`src/tsc_defs.svh`:
```
`ifndef TSC_DEFS_SVH
`define TSC_DEFS_SVH

// ****************************************************************
// register offsets
// ****************************************************************
`define TSC_ADDR_STBY_THRESH 8'h43
`define TSC_ADDR_BASE1 8'h50
`define TSC_ADDR_BASE2 8'h51
`define TSC_ADDR_BASE3 8'h52
`define TSC_ADDR_HOLD_SEL 8'h60
`define TSC_ADDR_HOLD_CFG 8'h61
`define TSC_ADDR_CAL_GAIN 8'h80
`define TSC_ADDR_CAL1 8'hb1
`define TSC_ADDR_CAL2 8'hb2
`define TSC_ADDR_CAL3 8'hb3
`define TSC_ADDR_CAL_LSB 8'hb9
`define TSC_ADDR_PRODUCT 8'hfd
`define TSC_ADDR_VENDOR 8'hfe
`define TSC_ADDR_REVISION 8'hff

// ****************************************************************
// reset values and writable masks
// ****************************************************************
`define TSC_RST_STBY_THRESH 7'h40
`define TSC_RST_BASE 8'hc8
`define TSC_RST_HOLD_SEL 3'h0
`define TSC_RST_HOLD_CFG 8'h22
`define TSC_RST_CAL_GAIN 6'h00
`define TSC_RST_CAL 10'h000
`define TSC_MASK_HOLD_CFG 8'h77

// ****************************************************************
// field positions in the hold key config register
// ****************************************************************
`define TSC_CFG_STBY_EN 6
`define TSC_CFG_STBY_TIME_HI 5
`define TSC_CFG_STBY_TIME_LO 4
`define TSC_CFG_ACT_EN 2
`define TSC_CFG_ACT_TIME_HI 1
`define TSC_CFG_ACT_TIME_LO 0

// ****************************************************************
// calibration limits and timing
// ****************************************************************
`define TSC_CAL_MIN 10'h000
`define TSC_CAL_MAX 10'h3ff
`define TSC_BASE_SAMPLES_LOG2 8
`define TSC_CORE_CLK_MHZ 100
// shortest hold time; longer codes double it each step
`define TSC_HOLD_TIME_BASE_MS 280
`define TSC_HOLD_BASE_CYCLES (`TSC_HOLD_TIME_BASE_MS * 1000 * `TSC_CORE_CLK_MHZ)

`endif

```
`src/tsc_pkg.sv`:
```
package tsc_pkg;

  typedef enum logic [1:0] {
    HOLD_280MS = 2'b00,
    HOLD_560MS = 2'b01,
    HOLD_1120MS = 2'b10,
    HOLD_2240MS = 2'b11
  } tsc_hold_code_e;

  typedef enum logic [1:0] {
    HOLD_IDLE = 2'b00,
    HOLD_COUNT = 2'b01,
    HOLD_FIRED = 2'b11
  } tsc_hold_state_e;

  typedef logic [7:0] tsc_byte_t;

  function automatic logic [31:0] tsc_hold_cycles(input int base, input logic [1:0] code);
    return 32'(base) << code;
  endfunction : tsc_hold_cycles

endpackage : tsc_pkg

```
`src/tsc_regs.sv`:
```
// Behaviour
// - standby touch when delta above 7-bit threshold
// - accumulate samples, keep upper 16, clear
// - three read-only base counts, reset c8
// - base shift picks shown base bits
// - select code 0/1/2 picks input 1/2/3
// - active hold detection needs active enable
// - standby hold detection needs standby enable
// - active hold time from 2-bit code
// - standby hold time, same encoding
// - flag and event after full hold
// - 10-bit calibration, high and packed low
// - calibration at min or max fails
// - per-input calibration gain 1, 2, 4
// - read-only identity registers at top
// - standby inputs compared against standby threshold
`timescale 1ns/1ps
`default_nettype none
`include "tsc_defs.svh"

module tsc_regs import tsc_pkg::*; #(
  parameter int HOLD_BASE_CYCLES = `TSC_HOLD_BASE_CYCLES,
  parameter int SAMPLES_LOG2 = `TSC_BASE_SAMPLES_LOG2,
  // identity values are arbitrary
  parameter logic [7:0] PRODUCT_CODE = 8'ha5,
  parameter logic [7:0] VENDOR_CODE = 8'h3c,
  parameter logic [7:0] REVISION_CODE = 8'h01
) (
  // clock and reset
  input wire logic core_clk,
  input wire logic sys_rst,
  // register port from the serial front end
  input wire logic [7:0] reg_addr,
  input wire logic reg_wr_en,
  input wire logic [7:0] reg_wdata,
  input wire logic reg_rd_en,
  output logic [7:0] reg_rdata,
  // sensing state
  input wire logic device_standby,
  input wire logic [2:0] standby_channel_enable,
  input wire logic [7:0] touch_input_1_delta,
  input wire logic [7:0] touch_input_2_delta,
  input wire logic [7:0] touch_input_3_delta,
  input wire logic [2:0] active_touch,
  output logic [2:0] standby_touch,
  // base count calibration
  input wire logic [3:0] base_shift,
  input wire logic cal_sample_valid,
  input wire logic [1:0] cal_sample_channel,
  input wire logic [15:0] cal_sample_count,
  // analog calibration
  input wire logic analog_cal_done,
  input wire logic [1:0] analog_cal_channel,
  input wire logic [9:0] analog_cal_value,
  output logic [2:0] analog_cal_fail,
  output logic [1:0] calib_gain_shift_1,
  output logic [1:0] calib_gain_shift_2,
  output logic [1:0] calib_gain_shift_3,
  // hold key
  input wire logic hold_key_status_clear,
  output logic hold_key_event,
  output logic hold_key_status_flag
);

  // ****************************************************************
  // helpers
  // ****************************************************************
  function automatic tsc_byte_t shift_base(input logic [15:0] word, input logic [3:0] sh);
    logic [15:0] t;
    t = word >> sh;
    return t[7:0];
  endfunction : shift_base

  // reserved code 11 falls back to unity gain
  function automatic logic [1:0] gain_shift(input logic [1:0] code);
    case (code)
      2'b01: return 2'h1;
      2'b10: return 2'h2;
      default: return 2'h0;
    endcase
  endfunction : gain_shift

  // ****************************************************************
  // writable registers
  // ****************************************************************
  logic [6:0] thresh_q;
  logic [2:0] hold_sel_q;
  logic [7:0] hold_cfg_q;
  logic [5:0] gain_q;
  logic wr_thresh, wr_sel, wr_cfg, wr_gain;

  assign wr_thresh = reg_wr_en && (reg_addr == `TSC_ADDR_STBY_THRESH);
  assign wr_sel = reg_wr_en && (reg_addr == `TSC_ADDR_HOLD_SEL);
  assign wr_cfg = reg_wr_en && (reg_addr == `TSC_ADDR_HOLD_CFG);
  assign wr_gain = reg_wr_en && (reg_addr == `TSC_ADDR_CAL_GAIN);

  always_ff @(posedge core_clk or posedge sys_rst) begin
    if (sys_rst) begin
      thresh_q <= `TSC_RST_STBY_THRESH;
    end else if (wr_thresh) begin
      thresh_q <= reg_wdata[6:0];
    end
  end

  always_ff @(posedge core_clk or posedge sys_rst) begin
    if (sys_rst) begin
      hold_sel_q <= `TSC_RST_HOLD_SEL;
    end else if (wr_sel) begin
      hold_sel_q <= reg_wdata[2:0];
    end
  end

  always_ff @(posedge core_clk or posedge sys_rst) begin
    if (sys_rst) begin
      hold_cfg_q <= `TSC_RST_HOLD_CFG;
    end else if (wr_cfg) begin
      hold_cfg_q <= reg_wdata & `TSC_MASK_HOLD_CFG;
    end
  end

  always_ff @(posedge core_clk or posedge sys_rst) begin
    if (sys_rst) begin
      gain_q <= `TSC_RST_CAL_GAIN;
    end else if (wr_gain) begin
      gain_q <= reg_wdata[5:0];
    end
  end

  assign calib_gain_shift_1 = gain_shift(gain_q[1:0]);
  assign calib_gain_shift_2 = gain_shift(gain_q[3:2]);
  assign calib_gain_shift_3 = gain_shift(gain_q[5:4]);

  // ****************************************************************
  // standby touch compare
  // ****************************************************************
  // delta is taken as an unsigned magnitude; negative swings are the engine's concern
  logic [7:0] delta [3];
  assign delta[0] = touch_input_1_delta;
  assign delta[1] = touch_input_2_delta;
  assign delta[2] = touch_input_3_delta;

  always_ff @(posedge core_clk or posedge sys_rst) begin
    if (sys_rst) begin
      standby_touch <= 3'b000;
    end else begin
      for (int i = 0; i < 3; i++) begin
        standby_touch[i] <= device_standby && standby_channel_enable[i] &&
                            (delta[i] > {1'b0, thresh_q});
      end
    end
  end

  // ****************************************************************
  // base counts
  // ****************************************************************
  logic [2:0] base_valid;
  logic [15:0] base_word [3];
  tsc_byte_t base_q [3];

  for (genvar g = 0; g < 3; g++) begin : g_base
    tsc_base_acc #(
      .SAMPLES_LOG2(SAMPLES_LOG2),
      .CHANNEL(2'(g))
    ) u_acc (
      .core_clk(core_clk),
      .sys_rst(sys_rst),
      .sample_valid(cal_sample_valid),
      .sample_channel(cal_sample_channel),
      .sample_count(cal_sample_count),
      .base_valid(base_valid[g]),
      .base_word(base_word[g])
    );
  end

  always_ff @(posedge core_clk or posedge sys_rst) begin
    if (sys_rst) begin
      for (int i = 0; i < 3; i++) begin
        base_q[i] <= `TSC_RST_BASE;
      end
    end else begin
      for (int i = 0; i < 3; i++) begin
        if (base_valid[i]) begin
          base_q[i] <= shift_base(base_word[i], base_shift);
        end
      end
    end
  end

  // ****************************************************************
  // analog calibration readback
  // ****************************************************************
  logic [9:0] cal_q [3];

  always_ff @(posedge core_clk or posedge sys_rst) begin
    if (sys_rst) begin
      for (int i = 0; i < 3; i++) begin
        cal_q[i] <= `TSC_RST_CAL;
      end
      analog_cal_fail <= 3'b000;
    end else if (analog_cal_done && (analog_cal_channel != 2'h3)) begin
      cal_q[analog_cal_channel] <= analog_cal_value;
      analog_cal_fail[analog_cal_channel] <= (analog_cal_value == `TSC_CAL_MIN) ||
                                             (analog_cal_value == `TSC_CAL_MAX);
    end
  end

  // ****************************************************************
  // hold key detection
  // ****************************************************************
  logic [2:0] touch_vec;
  logic hold_touch, hold_enable, hold_fire;
  logic [1:0] hold_code;

  assign touch_vec = device_standby ? standby_touch : active_touch;

  always_comb begin
    case (hold_sel_q)
      3'h0: hold_touch = touch_vec[0];
      3'h1: hold_touch = touch_vec[1];
      3'h2: hold_touch = touch_vec[2];
      default: hold_touch = 1'b0;
    endcase
  end

  assign hold_enable = device_standby ? hold_cfg_q[`TSC_CFG_STBY_EN] :
                                        hold_cfg_q[`TSC_CFG_ACT_EN];
  assign hold_code = device_standby ?
                     hold_cfg_q[`TSC_CFG_STBY_TIME_HI:`TSC_CFG_STBY_TIME_LO] :
                     hold_cfg_q[`TSC_CFG_ACT_TIME_HI:`TSC_CFG_ACT_TIME_LO];

  tsc_hold_timer #(
    .HOLD_BASE_CYCLES(HOLD_BASE_CYCLES)
  ) u_hold (
    .core_clk(core_clk),
    .sys_rst(sys_rst),
    .touch(hold_touch),
    .enable(hold_enable),
    .time_code(hold_code),
    .fire(hold_fire)
  );

  // a clear arriving with a new hold loses, so no press is dropped
  always_ff @(posedge core_clk or posedge sys_rst) begin
    if (sys_rst) begin
      hold_key_event <= 1'b0;
      hold_key_status_flag <= 1'b0;
    end else begin
      hold_key_event <= hold_fire;
      hold_key_status_flag <= hold_fire || (hold_key_status_flag && !hold_key_status_clear);
    end
  end

  // ****************************************************************
  // read path
  // ****************************************************************
  tsc_byte_t rd_mux;

  always_comb begin
    case (reg_addr)
      `TSC_ADDR_STBY_THRESH: rd_mux = {1'b0, thresh_q};
      `TSC_ADDR_BASE1: rd_mux = base_q[0];
      `TSC_ADDR_BASE2: rd_mux = base_q[1];
      `TSC_ADDR_BASE3: rd_mux = base_q[2];
      `TSC_ADDR_HOLD_SEL: rd_mux = {5'h00, hold_sel_q};
      `TSC_ADDR_HOLD_CFG: rd_mux = hold_cfg_q;
      `TSC_ADDR_CAL_GAIN: rd_mux = {2'h0, gain_q};
      `TSC_ADDR_CAL1: rd_mux = cal_q[0][9:2];
      `TSC_ADDR_CAL2: rd_mux = cal_q[1][9:2];
      `TSC_ADDR_CAL3: rd_mux = cal_q[2][9:2];
      `TSC_ADDR_CAL_LSB: rd_mux = {2'h0, cal_q[2][1:0], cal_q[1][1:0], cal_q[0][1:0]};
      `TSC_ADDR_PRODUCT: rd_mux = PRODUCT_CODE;
      `TSC_ADDR_VENDOR: rd_mux = VENDOR_CODE;
      `TSC_ADDR_REVISION: rd_mux = REVISION_CODE;
      default: rd_mux = 8'h00;
    endcase
  end

  always_ff @(posedge core_clk or posedge sys_rst) begin
    if (sys_rst) begin
      reg_rdata <= 8'h00;
    end else if (reg_rd_en) begin
      reg_rdata <= rd_mux;
    end
  end
endmodule : tsc_regs

`default_nettype wire

```
`src/tsc_base_acc.sv`:
```
`timescale 1ns/1ps
`default_nettype none

module tsc_base_acc import tsc_pkg::*; #(
  parameter int SAMPLES_LOG2 = 8,
  parameter logic [1:0] CHANNEL = 2'h0
) (
  // clock and reset
  input wire logic core_clk,
  input wire logic sys_rst,
  // raw samples
  input wire logic sample_valid,
  input wire logic [1:0] sample_channel,
  input wire logic [15:0] sample_count,
  // finished base word
  output logic base_valid,
  output logic [15:0] base_word
);
  localparam int ACC_W = 16 + SAMPLES_LOG2;

  logic [ACC_W-1:0] acc_q;
  logic [SAMPLES_LOG2-1:0] cnt_q;
  logic [ACC_W-1:0] acc_d;
  logic take;

  assign take = sample_valid && (sample_channel == CHANNEL);
  assign acc_d = acc_q + ACC_W'(sample_count);

  always_ff @(posedge core_clk or posedge sys_rst) begin
    if (sys_rst) begin
      acc_q <= '0;
      cnt_q <= '0;
      base_valid <= 1'b0;
      base_word <= 16'h0000;
    end else begin
      base_valid <= 1'b0;
      if (take) begin
        if (&cnt_q) begin
          base_word <= acc_d[ACC_W-1 -: 16];
          base_valid <= 1'b1;
          acc_q <= '0;
          cnt_q <= '0;
        end else begin
          acc_q <= acc_d;
          cnt_q <= cnt_q + 1'b1;
        end
      end
    end
  end
endmodule : tsc_base_acc

`default_nettype wire

```
`src/tsc_hold_timer.sv`:
```
`timescale 1ns/1ps
`default_nettype none

module tsc_hold_timer import tsc_pkg::*; #(
  parameter int HOLD_BASE_CYCLES = 28000000
) (
  // clock and reset
  input wire logic core_clk,
  input wire logic sys_rst,
  // qualified touch of the chosen input
  input wire logic touch,
  input wire logic enable,
  input wire logic [1:0] time_code,
  // one pulse per completed hold
  output logic fire
);
  tsc_hold_state_e state_q;
  logic [31:0] cnt_q;
  logic [31:0] target;

  assign target = tsc_hold_cycles(HOLD_BASE_CYCLES, time_code);

  // one pulse per press: a key kept down after firing must be released first
  always_ff @(posedge core_clk or posedge sys_rst) begin
    if (sys_rst) begin
      state_q <= HOLD_IDLE;
      cnt_q <= 32'h0000_0000;
      fire <= 1'b0;
    end else begin
      fire <= 1'b0;
      case (state_q)
        HOLD_IDLE: begin
          cnt_q <= 32'h0000_0000;
          if (enable && touch) begin
            state_q <= HOLD_COUNT;
          end
        end
        HOLD_COUNT: begin
          if (!enable || !touch) begin
            state_q <= HOLD_IDLE;
          end else if (cnt_q >= target - 32'h1) begin
            state_q <= HOLD_FIRED;
            fire <= 1'b1;
          end else begin
            cnt_q <= cnt_q + 32'h1;
          end
        end
        HOLD_FIRED: begin
          if (!enable || !touch) begin
            state_q <= HOLD_IDLE;
          end
        end
        default: begin
          state_q <= HOLD_IDLE;
        end
      endcase
    end
  end
endmodule : tsc_hold_timer

`default_nettype wire

```
`config.mk`:
```
export PLATFORM = sky130hd
export DESIGN_NAME = tsc_regs
export DESIGN_NICKNAME = d
export VERILOG_FILES = /design/src/tsc_pkg.sv /design/src/tsc_regs.sv /design/src/tsc_base_acc.sv /design/src/tsc_hold_timer.sv
export VERILOG_INCLUDE_DIRS = /design/src
export SDC_FILE = /design/constraint.sdc
export NUM_CORES = 1
export LEC_CHECK = 0
export BUFFER_PORTS_ARGS = -buffer_cell sky130_fd_sc_hd__buf_2
export CAP_MARGIN = 10
export CORE_MARGIN = 8
export CORE_UTILIZATION = 59
export CTS_BUF_LIST = sky130_fd_sc_hd__clkbuf_2 sky130_fd_sc_hd__clkbuf_4 sky130_fd_sc_hd__clkbuf_8
export DETAILED_ROUTE_END_ITERATION = 16
export PLACE_DENSITY = 0.88
export SLEW_MARGIN = 20
export SYNTH_ARGS = -nofsm -noshare
export SYNTH_HDL_FRONTEND = slang
export SYNTH_SLANG_ARGS = --single-unit
```
`constraint.sdc`:
```
create_clock -name core_clk -period 11.4 [get_ports core_clk]
set_input_delay 2.28 -clock core_clk [delete_from_list [all_inputs] [get_ports core_clk]]
set_output_delay 2.28 -clock core_clk [all_outputs]
set_load 0.01 [all_outputs]
```
**Word level (Yosys, flattened, before mapping)**

Cells that the tools add are included.

- Bits in registers: 274
- Input port bits: 88
- Logic and storage cells: 158
- Output and inout port bits: 22

- Order comparisons: 8
- Reduce and logical (&&, ||, !) cells: 37
- Mux-type cells: 37
- Shift-type cells: 4
- Bitwise operators: 1
- Add/sub/neg operators: 8
- Eq/ne operators: 33

Operator list:

| kind | count |
|---|---|
| 8-bit case mux with 14 select lines | 1 |
| 24-bit by 16-bit adder with 24-bit output | 3 |
| 24-bit 2-to-1 mux | 3 |
| 8-bit == test, second input constant | 8 |
| 32-bit 2-to-1 mux | 2 |
| 32-bit case mux with 2 select lines | 1 |
| 8-bit by 7-bit == test with 1-bit output, second input constant | 6 |
| 16-bit by 4-bit right shift with 8-bit output | 3 |
| 32-bit by 1-bit adder with 32-bit output, second input constant | 1 |
| 32-bit >= comparator | 1 |
| 25-bit by 2-bit << shifter with 32-bit output, first input constant | 1 |
| 32-bit by 1-bit subtractor with 32-bit output, second input constant | 1 |
| 30-bit bitwise mux | 1 |
| 9-bit AND reduction | 3 |
| 8-bit by 1-bit adder with 8-bit output, second input constant | 3 |
| 8-bit by 7-bit > comparator with 1-bit output | 3 |
| 8-bit 2-to-1 mux | 3 |
| 8-bit AND reduction | 3 |
| 10-bit demux with 2-bit select | 1 |
| 1-bit logical AND | 18 |
| 2-bit case mux with 2 select lines | 3 |
| 1-bit 2-to-1 mux | 11 |
| 10-bit == test, second input constant | 1 |
| 2-bit by 1-bit == test with 1-bit output, second input constant | 5 |
| 25 further kinds | 42 |

**Depth between registers and ports, before layout**

Gate-level depths: netlist of run 1.

- Depth after elaboration: 7
- Gate-level depth with buffers: 16
- Depth with buffers taken out: 13

**By module**

From an unflattened synthesis of run 1, not the netlist that was laid out.

- Cells, all modules: 1854
- Area, all modules: 17636.9 um^2

Modules (own cells, without submodules):

| module | instances | area an instance (um^2) | seq. area each (um^2) | cells each |
|---|---|---|---|---|
| tsc_regs | 1 | 6581.3 | 2317.2 | 657 |
| tsc_base_acc (g_base[1].u_acc) | 1 | 2919.0 | 1226.2 | 316 |
| tsc_base_acc (g_base[0].u_acc) | 1 | 2798.9 | 1226.2 | 298 |
| tsc_base_acc (g_base[2].u_acc) | 1 | 2777.7 | 1226.2 | 296 |
| tsc_hold_timer | 1 | 2560.0 | 875.8 | 287 |

**Worst setup path before layout of run 1**

Ideal clock, no wire load.

- Path kind: input-to-reg
- From: input port device_standby
- To: register u_hold.cnt_q[23]
- Data arrival time: 5.388 ns
- Slack: 5.893 ns
- Stages on the path: 14
- Data required time: 11.281 ns
- Path buffers: 2
- Library setup time: 0.119 ns
- Path through: buf_2 mux2i_1 inv_1 ha_1 ha_1 and3_1 a221oi_1 nor2_1 a2111oi_2 nand4bb_1 buf_6 nor4_4 a21oi_1 o21a_1

- Word-level cells in the longest chain between the ends: 6
- Elaborated cells on any way between the ends: 13
- Classes of those cells: add/sub: 1; order compare: 1; eq/ne: 2; shift: 1; mux: 4; reduce/logical: 4

RTL lines:

| item | line | text |
|---|---|---|
| start, declared | tsc_regs.sv:39 | `input wire logic device_standby,` |
| 2-bit 2-to-1 mux / 3-bit 2-to-1 mux (equally long branches) | tsc_regs.sv:227, tsc_regs.sv:214 |  |
| 25-bit by 2-bit << shifter with 32-bit output / 1-bit case mux with 3 select lines (equally long branches) | tsc_pkg.sv:19, tsc_regs.sv:217 |  |
| 32-bit by 1-bit subtractor with 32-bit output / 1-bit zero test (equally long branches) | tsc_hold_timer.sv:41, tsc_hold_timer.sv:39 |  |
| 32-bit >= comparator / 1-bit logical OR (equally long branches) | tsc_hold_timer.sv:41, tsc_hold_timer.sv:39 |  |
| 2-bit != test (no line) | n/a |  |
| 3-bit AND reduction (no line) * | n/a |  |
| end signal, assigned | tsc_hold_timer.sv:45 | `cnt_q <= cnt_q + 32'h1;` |
| end, declared | tsc_hold_timer.sv:18 | `logic [31:0] cnt_q;` |

Every way passes the cells marked *; elsewhere a longest branch is shown, timed or not.
A chain may end at the register's enable or synchronous reset.

**Worst setup path in the final report of run 1**

- From: input port device_standby
- To: register u_hold.cnt_q[27]

Same word-level chain as after synthesis.

==> flow_summary.toml, run 1 <==
[synthesis]
ys.flop_type = "dfrtp_1"
synth_top_area_share_pct = 38.7
synth_top_cell_by_area = "dfrtp_1"
synth_compound_area_share_pct = 18.1
synth_area_um2 = 16900
synth_cells = 1757
yosysMostFrequentCell = "dfrtp_1"
synth_top_family_by_area = "compound AO/OA/AOI/OAI gates"
synth_warnings = 0
synthAdderAreaFrac_pct = 7.60
synthXorXnorAreaFrac_pct = 4.35
synth_mux_area_share_pct = 10.3
yosys.area_share.simple_pct = 16.1
syn_area_per_cell_um2 = 9.64
synth-edff-count = 0
synth_seq_area_share_pct = 40.6
netlist_top_cells_count = "dfrtp_1, nand2_1, nor2_1"
synth_fp_nets = 1946
synth_area_leaders = "dfrtp_1, ha_1, mux2_2"
ys_async_sr_fraction_pct = 100
synth_cell_type_count = 84
ys_seq_elements = 274

[timing]
finalCriticalPeriod_ps = 5670
tightest_slew_ps = 1140
setup_violations = 0
relSlewSlack_pct = 22.9
fmax_mhz = 176
slew_viol_final = 0
skew_ps = 31.0
tns_ps = 0
hold_viol = 0
period_share_pct = 49.8
rsz0062_at_grt = "false"

[worst_setup_path]
start_kind = "input pin"
worstPathCellList = "buf_2, mux2i_1, inv_1, ha_1, ha_1, and3_1, a221oi_1, nor2_1, a2111oi_2, nand4bb_1, buf_4, nor4_4, a21oi_1, o21a_1"
end_kind = "flop"
crit_top_cell = "ha_1"
path_max_fanout = 25
required_ps = 11850
critPathMaxStageDelay_ps = 560
crit_buf_inv = 3
cp_slowest_cell = "mux2i_1"
critPathKind = "input pin to flop"
cpLargestDelayFamily = "compound AO/OA/AOI/OAI gates"
worstPathArrival_ps = 6130

[floorplanning]
die_x_um = 185
start_util_pct = 59.5
rows = 62
fp.dieArea_um2 = 34400
io-pin-count = 110
die_y_um = 185
core_area_um2 = 28500

[power]
power_density_nw_per_um2 = 176
p_leak_uw = 0.00855
ir_worst_vdd_mv = 0.145

[grt]
overflow = 0
antenna_found_initial = 3
grt_pass1_vias = 13900
grt_pass1_wl_um = 68800
grt_use_total_pct = 24.2
grt_max_degree = 141

[min_path]
min_path_type = "flop to flop"

[placement]
placed_cells = 2190
dp_hpwl_um = 30400
gp_congestion = 0.954
io_buffers = 108

[run]
maxCapViolations = 0

[detailed_routing]
final_antenna_net_count = 0
vias = 14100
first_pass_iters = 6
via_per_inst = 6.21
drtIter0Drc = 1318
drc = 0
wl_per_cell_um = 18.4
wl_um = 41900

[clocking]
cts_sinks = 274
clk_latency_ps = 570
postCtsSetupBuffers = 0
root_buffer = "clkbuf_8"
postCtsHoldBufs = 0
cts_buffers = 47
cts.reportedPaths.clkPinSlew_ps = 60
cts_resized = 0
cts.path.max_buffers = 3
cts_tree = "built"
htreeDepth = 2

[run_status]
status = "completed"

[layout]
area_growth_pct = 11.3
fin_util_pct = 66.2
finalNonFillerCells = 2276
drive_gt1_share_pct = 18.4
nets = 2044
## power by group
part / internal (uW) / leakage (uW) / switching (uW)
clock network: 593 / 0.000577 / 400
logic: 459 / 0.00442 / 633
registers: 1120 / 0.00355 / 115
total: 2170 / 0.00855 / 1150
## placed cells by master, fill, tap and decap left out, drive strengths merged, types with 8 or more instances in the layout
| cell | n |
|---|---|
| mux2 | 88 |
| nand2b | 15 |
| xnor2 | 66 |
| or3 | 10 |
| a221oi | 11 |
| o21ai | 137 |
| dfrtp | 262 |
| or2 | 8 |
| a21o | 22 |
| a22oi | 11 |
| a21oi | 98 |
| nand3 | 37 |
| o211ai | 13 |
| and2 | 10 |
| and3 | 30 |
| nor3 | 27 |
| dfstp | 12 |
| nor4 | 19 |
| inv | 54 |
| a211oi | 16 |
| nor2 | 145 |
| clkinv | 9 |
| a32oi | 8 |
| ha | 98 |
| buf | 119 |
| o21a | 27 |
| o31ai | 14 |
| nand4 | 21 |
| a31oi | 14 |
| a22o | 31 |
| nand2 | 181 |
| clkbuf | 75 |
| nor2b | 29 |
| mux4 | 13 |
| xor2 | 18 |
| nor3b | 9 |
| mux2i | 46 |
## per-stage QoR
step	power [uW]	area, um2	setup WS, ps	hold WS, ps
after floorplan	2050	16900	1590	355
after global placement	2250	17800	5310	362
after detailed placement	2310	17800	5190	379
after CTS	3320	18800	5760	391
after global routing	3520	18800	5260	407
final	3320	18800	5730	383
## flip-flops by register name (all words and copies together), names as in the netlist, 6 cells and up
name and flops:
base_q 24, cal_q 30, g_base.u_acc.acc_q 72, g_base.u_acc.base_word 48, g_base.u_acc.cnt_q 24, gain_q 6, hold_cfg_q 6, reg_rdata 8
thresh_q 7, u_hold.cnt_q 32
## final timing paths
| path | startpoint | to | slack [ps] | cells after the start |
|---|---|---|---|---|
| setup / recovery | device_standby | u_hold.cnt_q[27] | 5730 | 14 |
| hold / removal | u_hold.fire | hold_key_event | 380 | 0 |
| setup reg to reg | hold_cfg_q[4] | u_hold.cnt_q[27] | 7390 | 13 |
| hold reg to reg | u_hold.fire | hold_key_event | 380 | 0 |
| max in group asynchronous | sys_rst | g_base[1].u_acc.base_word[10] | 7250 | 4 |
| min in group asynchronous | sys_rst | u_hold.cnt_q[3] | 1890 | 2 |
## kinds of logic (layout without fill, tap and decap cells)
logic type                 after synthesis  in the layout
and+or+nand+nor                        561            561
AOI/OAI and AO/OA                      464            464
DFF                                    274            274
muxes                                  147            147
buffers and inverters                  126            259
adders and majority gates              101            101
xor gates and xnor gates                84             84
other                                    0              2
## cell type report
class / instances / area, um2
tap: 384 / 480
multi-input combinational: 1357 / 9570
clock inverter: 9 / 95.1
timing repair buffer: 119 / 623
fill: 2160 / 9620
clock buffer: 75 / 988
antenna: 2 / 5.00
inverter: 56 / 218
sequential: 274 / 6870
## per-layer routing
layer | track usage (%) | up-vias | wire, um
li1 | - | 6655 | -
met4 | 8.64 | 2 | 1210
met2 | 40.4 | 559 | 19800
met5 | 0 | - | 10
met3 | 4.85 | 95 | 3220
met1 | 30.9 | 6829 | 17600
Note: power is estimated with default switching activity, not from simulation.
==> run 2, diff against run 1 <==
ABC_AREA = 1   (was unset)
CORE_UTILIZATION = 58   (was 59)
PLACE_DENSITY = 0.89   (was 0.88)
clock period = 4.9 ns   (was 11.4 ns; I/O delays follow)
==> run 2 against run 1 <==
Die area increased by 13%. Total power increased to 2.5 times the previous value. Synthesized cell count increased by 63%. Setup slack got worse by 4700 ps. Critical path depth increased by 3. Via count increased by 34%. Flip-flop and latch count unchanged. Final area increased by 11%. First-iteration DRC count increased by 25%. Sequential power increased by 140%. Largest cell class unchanged. Largest power group is now combinational cells.
==> flow_summary.toml, run 2 <==
[run_status]
status = "completed"

[power]
ir_worst_vdd_mv = 0.348
p_leak_uw = 0.0113
power_density_nw_per_um2 = 398

[floorplanning]
fp.dieArea_um2 = 38800
start_util_pct = 58.7
rows = 66
core_area_um2 = 32400
die_y_um = 197
die_x_um = 197
io-pin-count = 110

[timing]
skew_ps = 22.5
relSlewSlack_pct = 30.9
rsz0062_at_grt = "false"
slew_viol_final = 0
fmax_mhz = 256
finalHoldWorstSlack_ps = 266
setup_violations = 0
period_share_pct = 79.8
tightest_slew_ps = 1030
tns_ps = 0
hold_viol = 0
finalCriticalPeriod_ps = 3910

[synthesis]
ys_async_sr_fraction_pct = 100
ys_seq_elements = 274
synth_top_area_share_pct = 34.5
synth_seq_area_share_pct = 36.1
netlist_top_cells_count = "nand2_1, inv_1, dfrtp_1"
syn_area_per_cell_um2 = 6.64
synth_top_cell_by_area = "dfrtp_1"
synth_fp_nets = 3052
synth_area_um2 = 19000
synth_warnings = 0
synth_cell_type_count = 46
synth_area_leaders = "dfrtp_1, nand2_1, inv_1"
ys.flop_type = "dfrtp_1"
yosysMostFrequentCell = "nand2_1"
synth_cells = 2863
synth-edff-count = 0

[worst_setup_path]
reg2reg_from = "hold_cfg_q[1]"
startpoint = "device_standby"
critPathKind = "input pin to flop"
start_kind = "input pin"
path_max_fanout = 21
end_kind = "flop"
worstPathArrival_ps = 4430
required_ps = 5420

[placement]
dp_hpwl_um = 38500
gp_congestion = 0.975
io_buffers = 108

[detailed_routing]
wl_um = 51200
vias = 18900
drc = 0
via_per_inst = 5.49
drtIter0Drc = 1651
final_antenna_net_count = 0
wl_per_cell_um = 14.9
first_pass_iters = 6

[layout]
most-common-layout-cells = "nand2_1, inv_1, dfrtp_1"
largest-register = "g_base.u_acc.acc_q"
final_common_cell = "nand2_1"
drive_gt1_share_pct = 9.06
fin_util_pct = 64.7
fill_cells = 2894
area_growth_pct = 10.2
reg_top3 = "g_base.u_acc.acc_q x72, g_base.u_acc.base_word x48, u_hold.cnt_q x32"
nets = 3151
antenna_cells = 0
largest_register_ffs = 72

[clocking]
postCtsSetupBuffers = 0
postCtsHoldBufs = 0
cts_resized = 0
cts_sinks = 274
clk_latency_ps = 590
cts_buffers = 47
cts.path.max_buffers = 3
cts_tree = "built"
root_buffer = "clkbuf_8"
htreeDepth = 2
cts.reportedPaths.clkPinSlew_ps = 60

[grt]
overflow = 0
grt_pass1_wl_um = 85500
grt_use_total_pct = 26.2
grt_max_degree = 153
antenna_found_initial = 0
grt_pass1_vias = 17900

[run]
maxCapViolations = 0

[min_path]
min_path_type = "input pin to asynchronous set/reset pin"
[run 2: changes by cell type after synthesis, sizes merged, moves of 30 or more]
cell / change
nand3: +198
and3: -30
nor2: +110
mux2i: -46
nand2: +923
xnor2: -44
o21ai: +40
inv: +296
mux2: -87
[run 2: cells by family (layout without fill, tap and decap cells)]
group | after synthesis | in the layout | share of synthesized area (%)
buf+inv | 420 | 558 | 8.71
simple gates | 1717 | 1717 | 37.7
fa+ha+maj | 101 | 101 | 6.77
xor+xnor | 48 | 48 | 2.21
compound gates | 302 | 302 | 8.42
mux | 1 | 1 | 0.0592
flops | 274 | 274 | 36.1
[run 2: per-stage QoR]
stage	cells	worst slack [ps]	cell area (um2)	total power [uW]
2_1_floorplan	2863	306	19000	5180
3_3_place_gp	3355	574	19900	5800
3_5_place_dp	3355	403	19900	5930
4_1_cts	3443	1020	20900	8330
5_1_grt	3443	604	21000	8960
6_report	3443	991	21000	8350
[run 2: critical path, stage by stage]
cell and delay, ps:
buf_2 180, o21ai_0 820, inv_1 260, ha_1 270, inv_1 50, ha_1 230
nand2_1 70, inv_1 40, nand2_1 60, nand2_1 50, nor2_1 80, nand2_1 70
nor2_1 240, nand3_2 420, nand2_2 430, nand2_1 90, nand2_1 70
[run 2: report_power, final]
part           internal (uW)  switching (uW)  leakage [uW]
clock network           1360            1010      0.000578
logic                   1020            1990       0.00726
registers               2670             293       0.00348
total                   5050            3290        0.0113
[run 2: per-layer routing]
metal	wire length (um)	track usage [%]	part of all wire (%)	up-vias
li1	-	-	-	9294
met1	22000	34.3	43	8714
met2	23600	43.5	46	755
met3	4250	4.75	8.3	124
met4	1320	8.28	2.6	0
met5	0	0	0	-
[run 2: final cells by class]
cell class	instances	area (um2)	share of cell area, %
Clock buffer	77	972	4.64
Inverter	353	1330	6.34
Sequential cell	274	6870	32.8
Multi-Input combinational cell	2169	10500	50.1
Clock inverter	11	111	0.531
Tap cell	442	553	2.64
Timing Repair Buffer	117	621	2.96
[run 2: final timing paths]
path,endpoint,slack (ps),cells after the start
min,u_hold.cnt_q[28],270,2
max reg2reg,u_hold.cnt_q[14],1210,16
max in group asynchronous,cal_q[3],3510,3
min reg2reg,hold_key_event,380,0
max,u_hold.cnt_q[14],990,17
min in group core_clk,hold_key_event,380,0
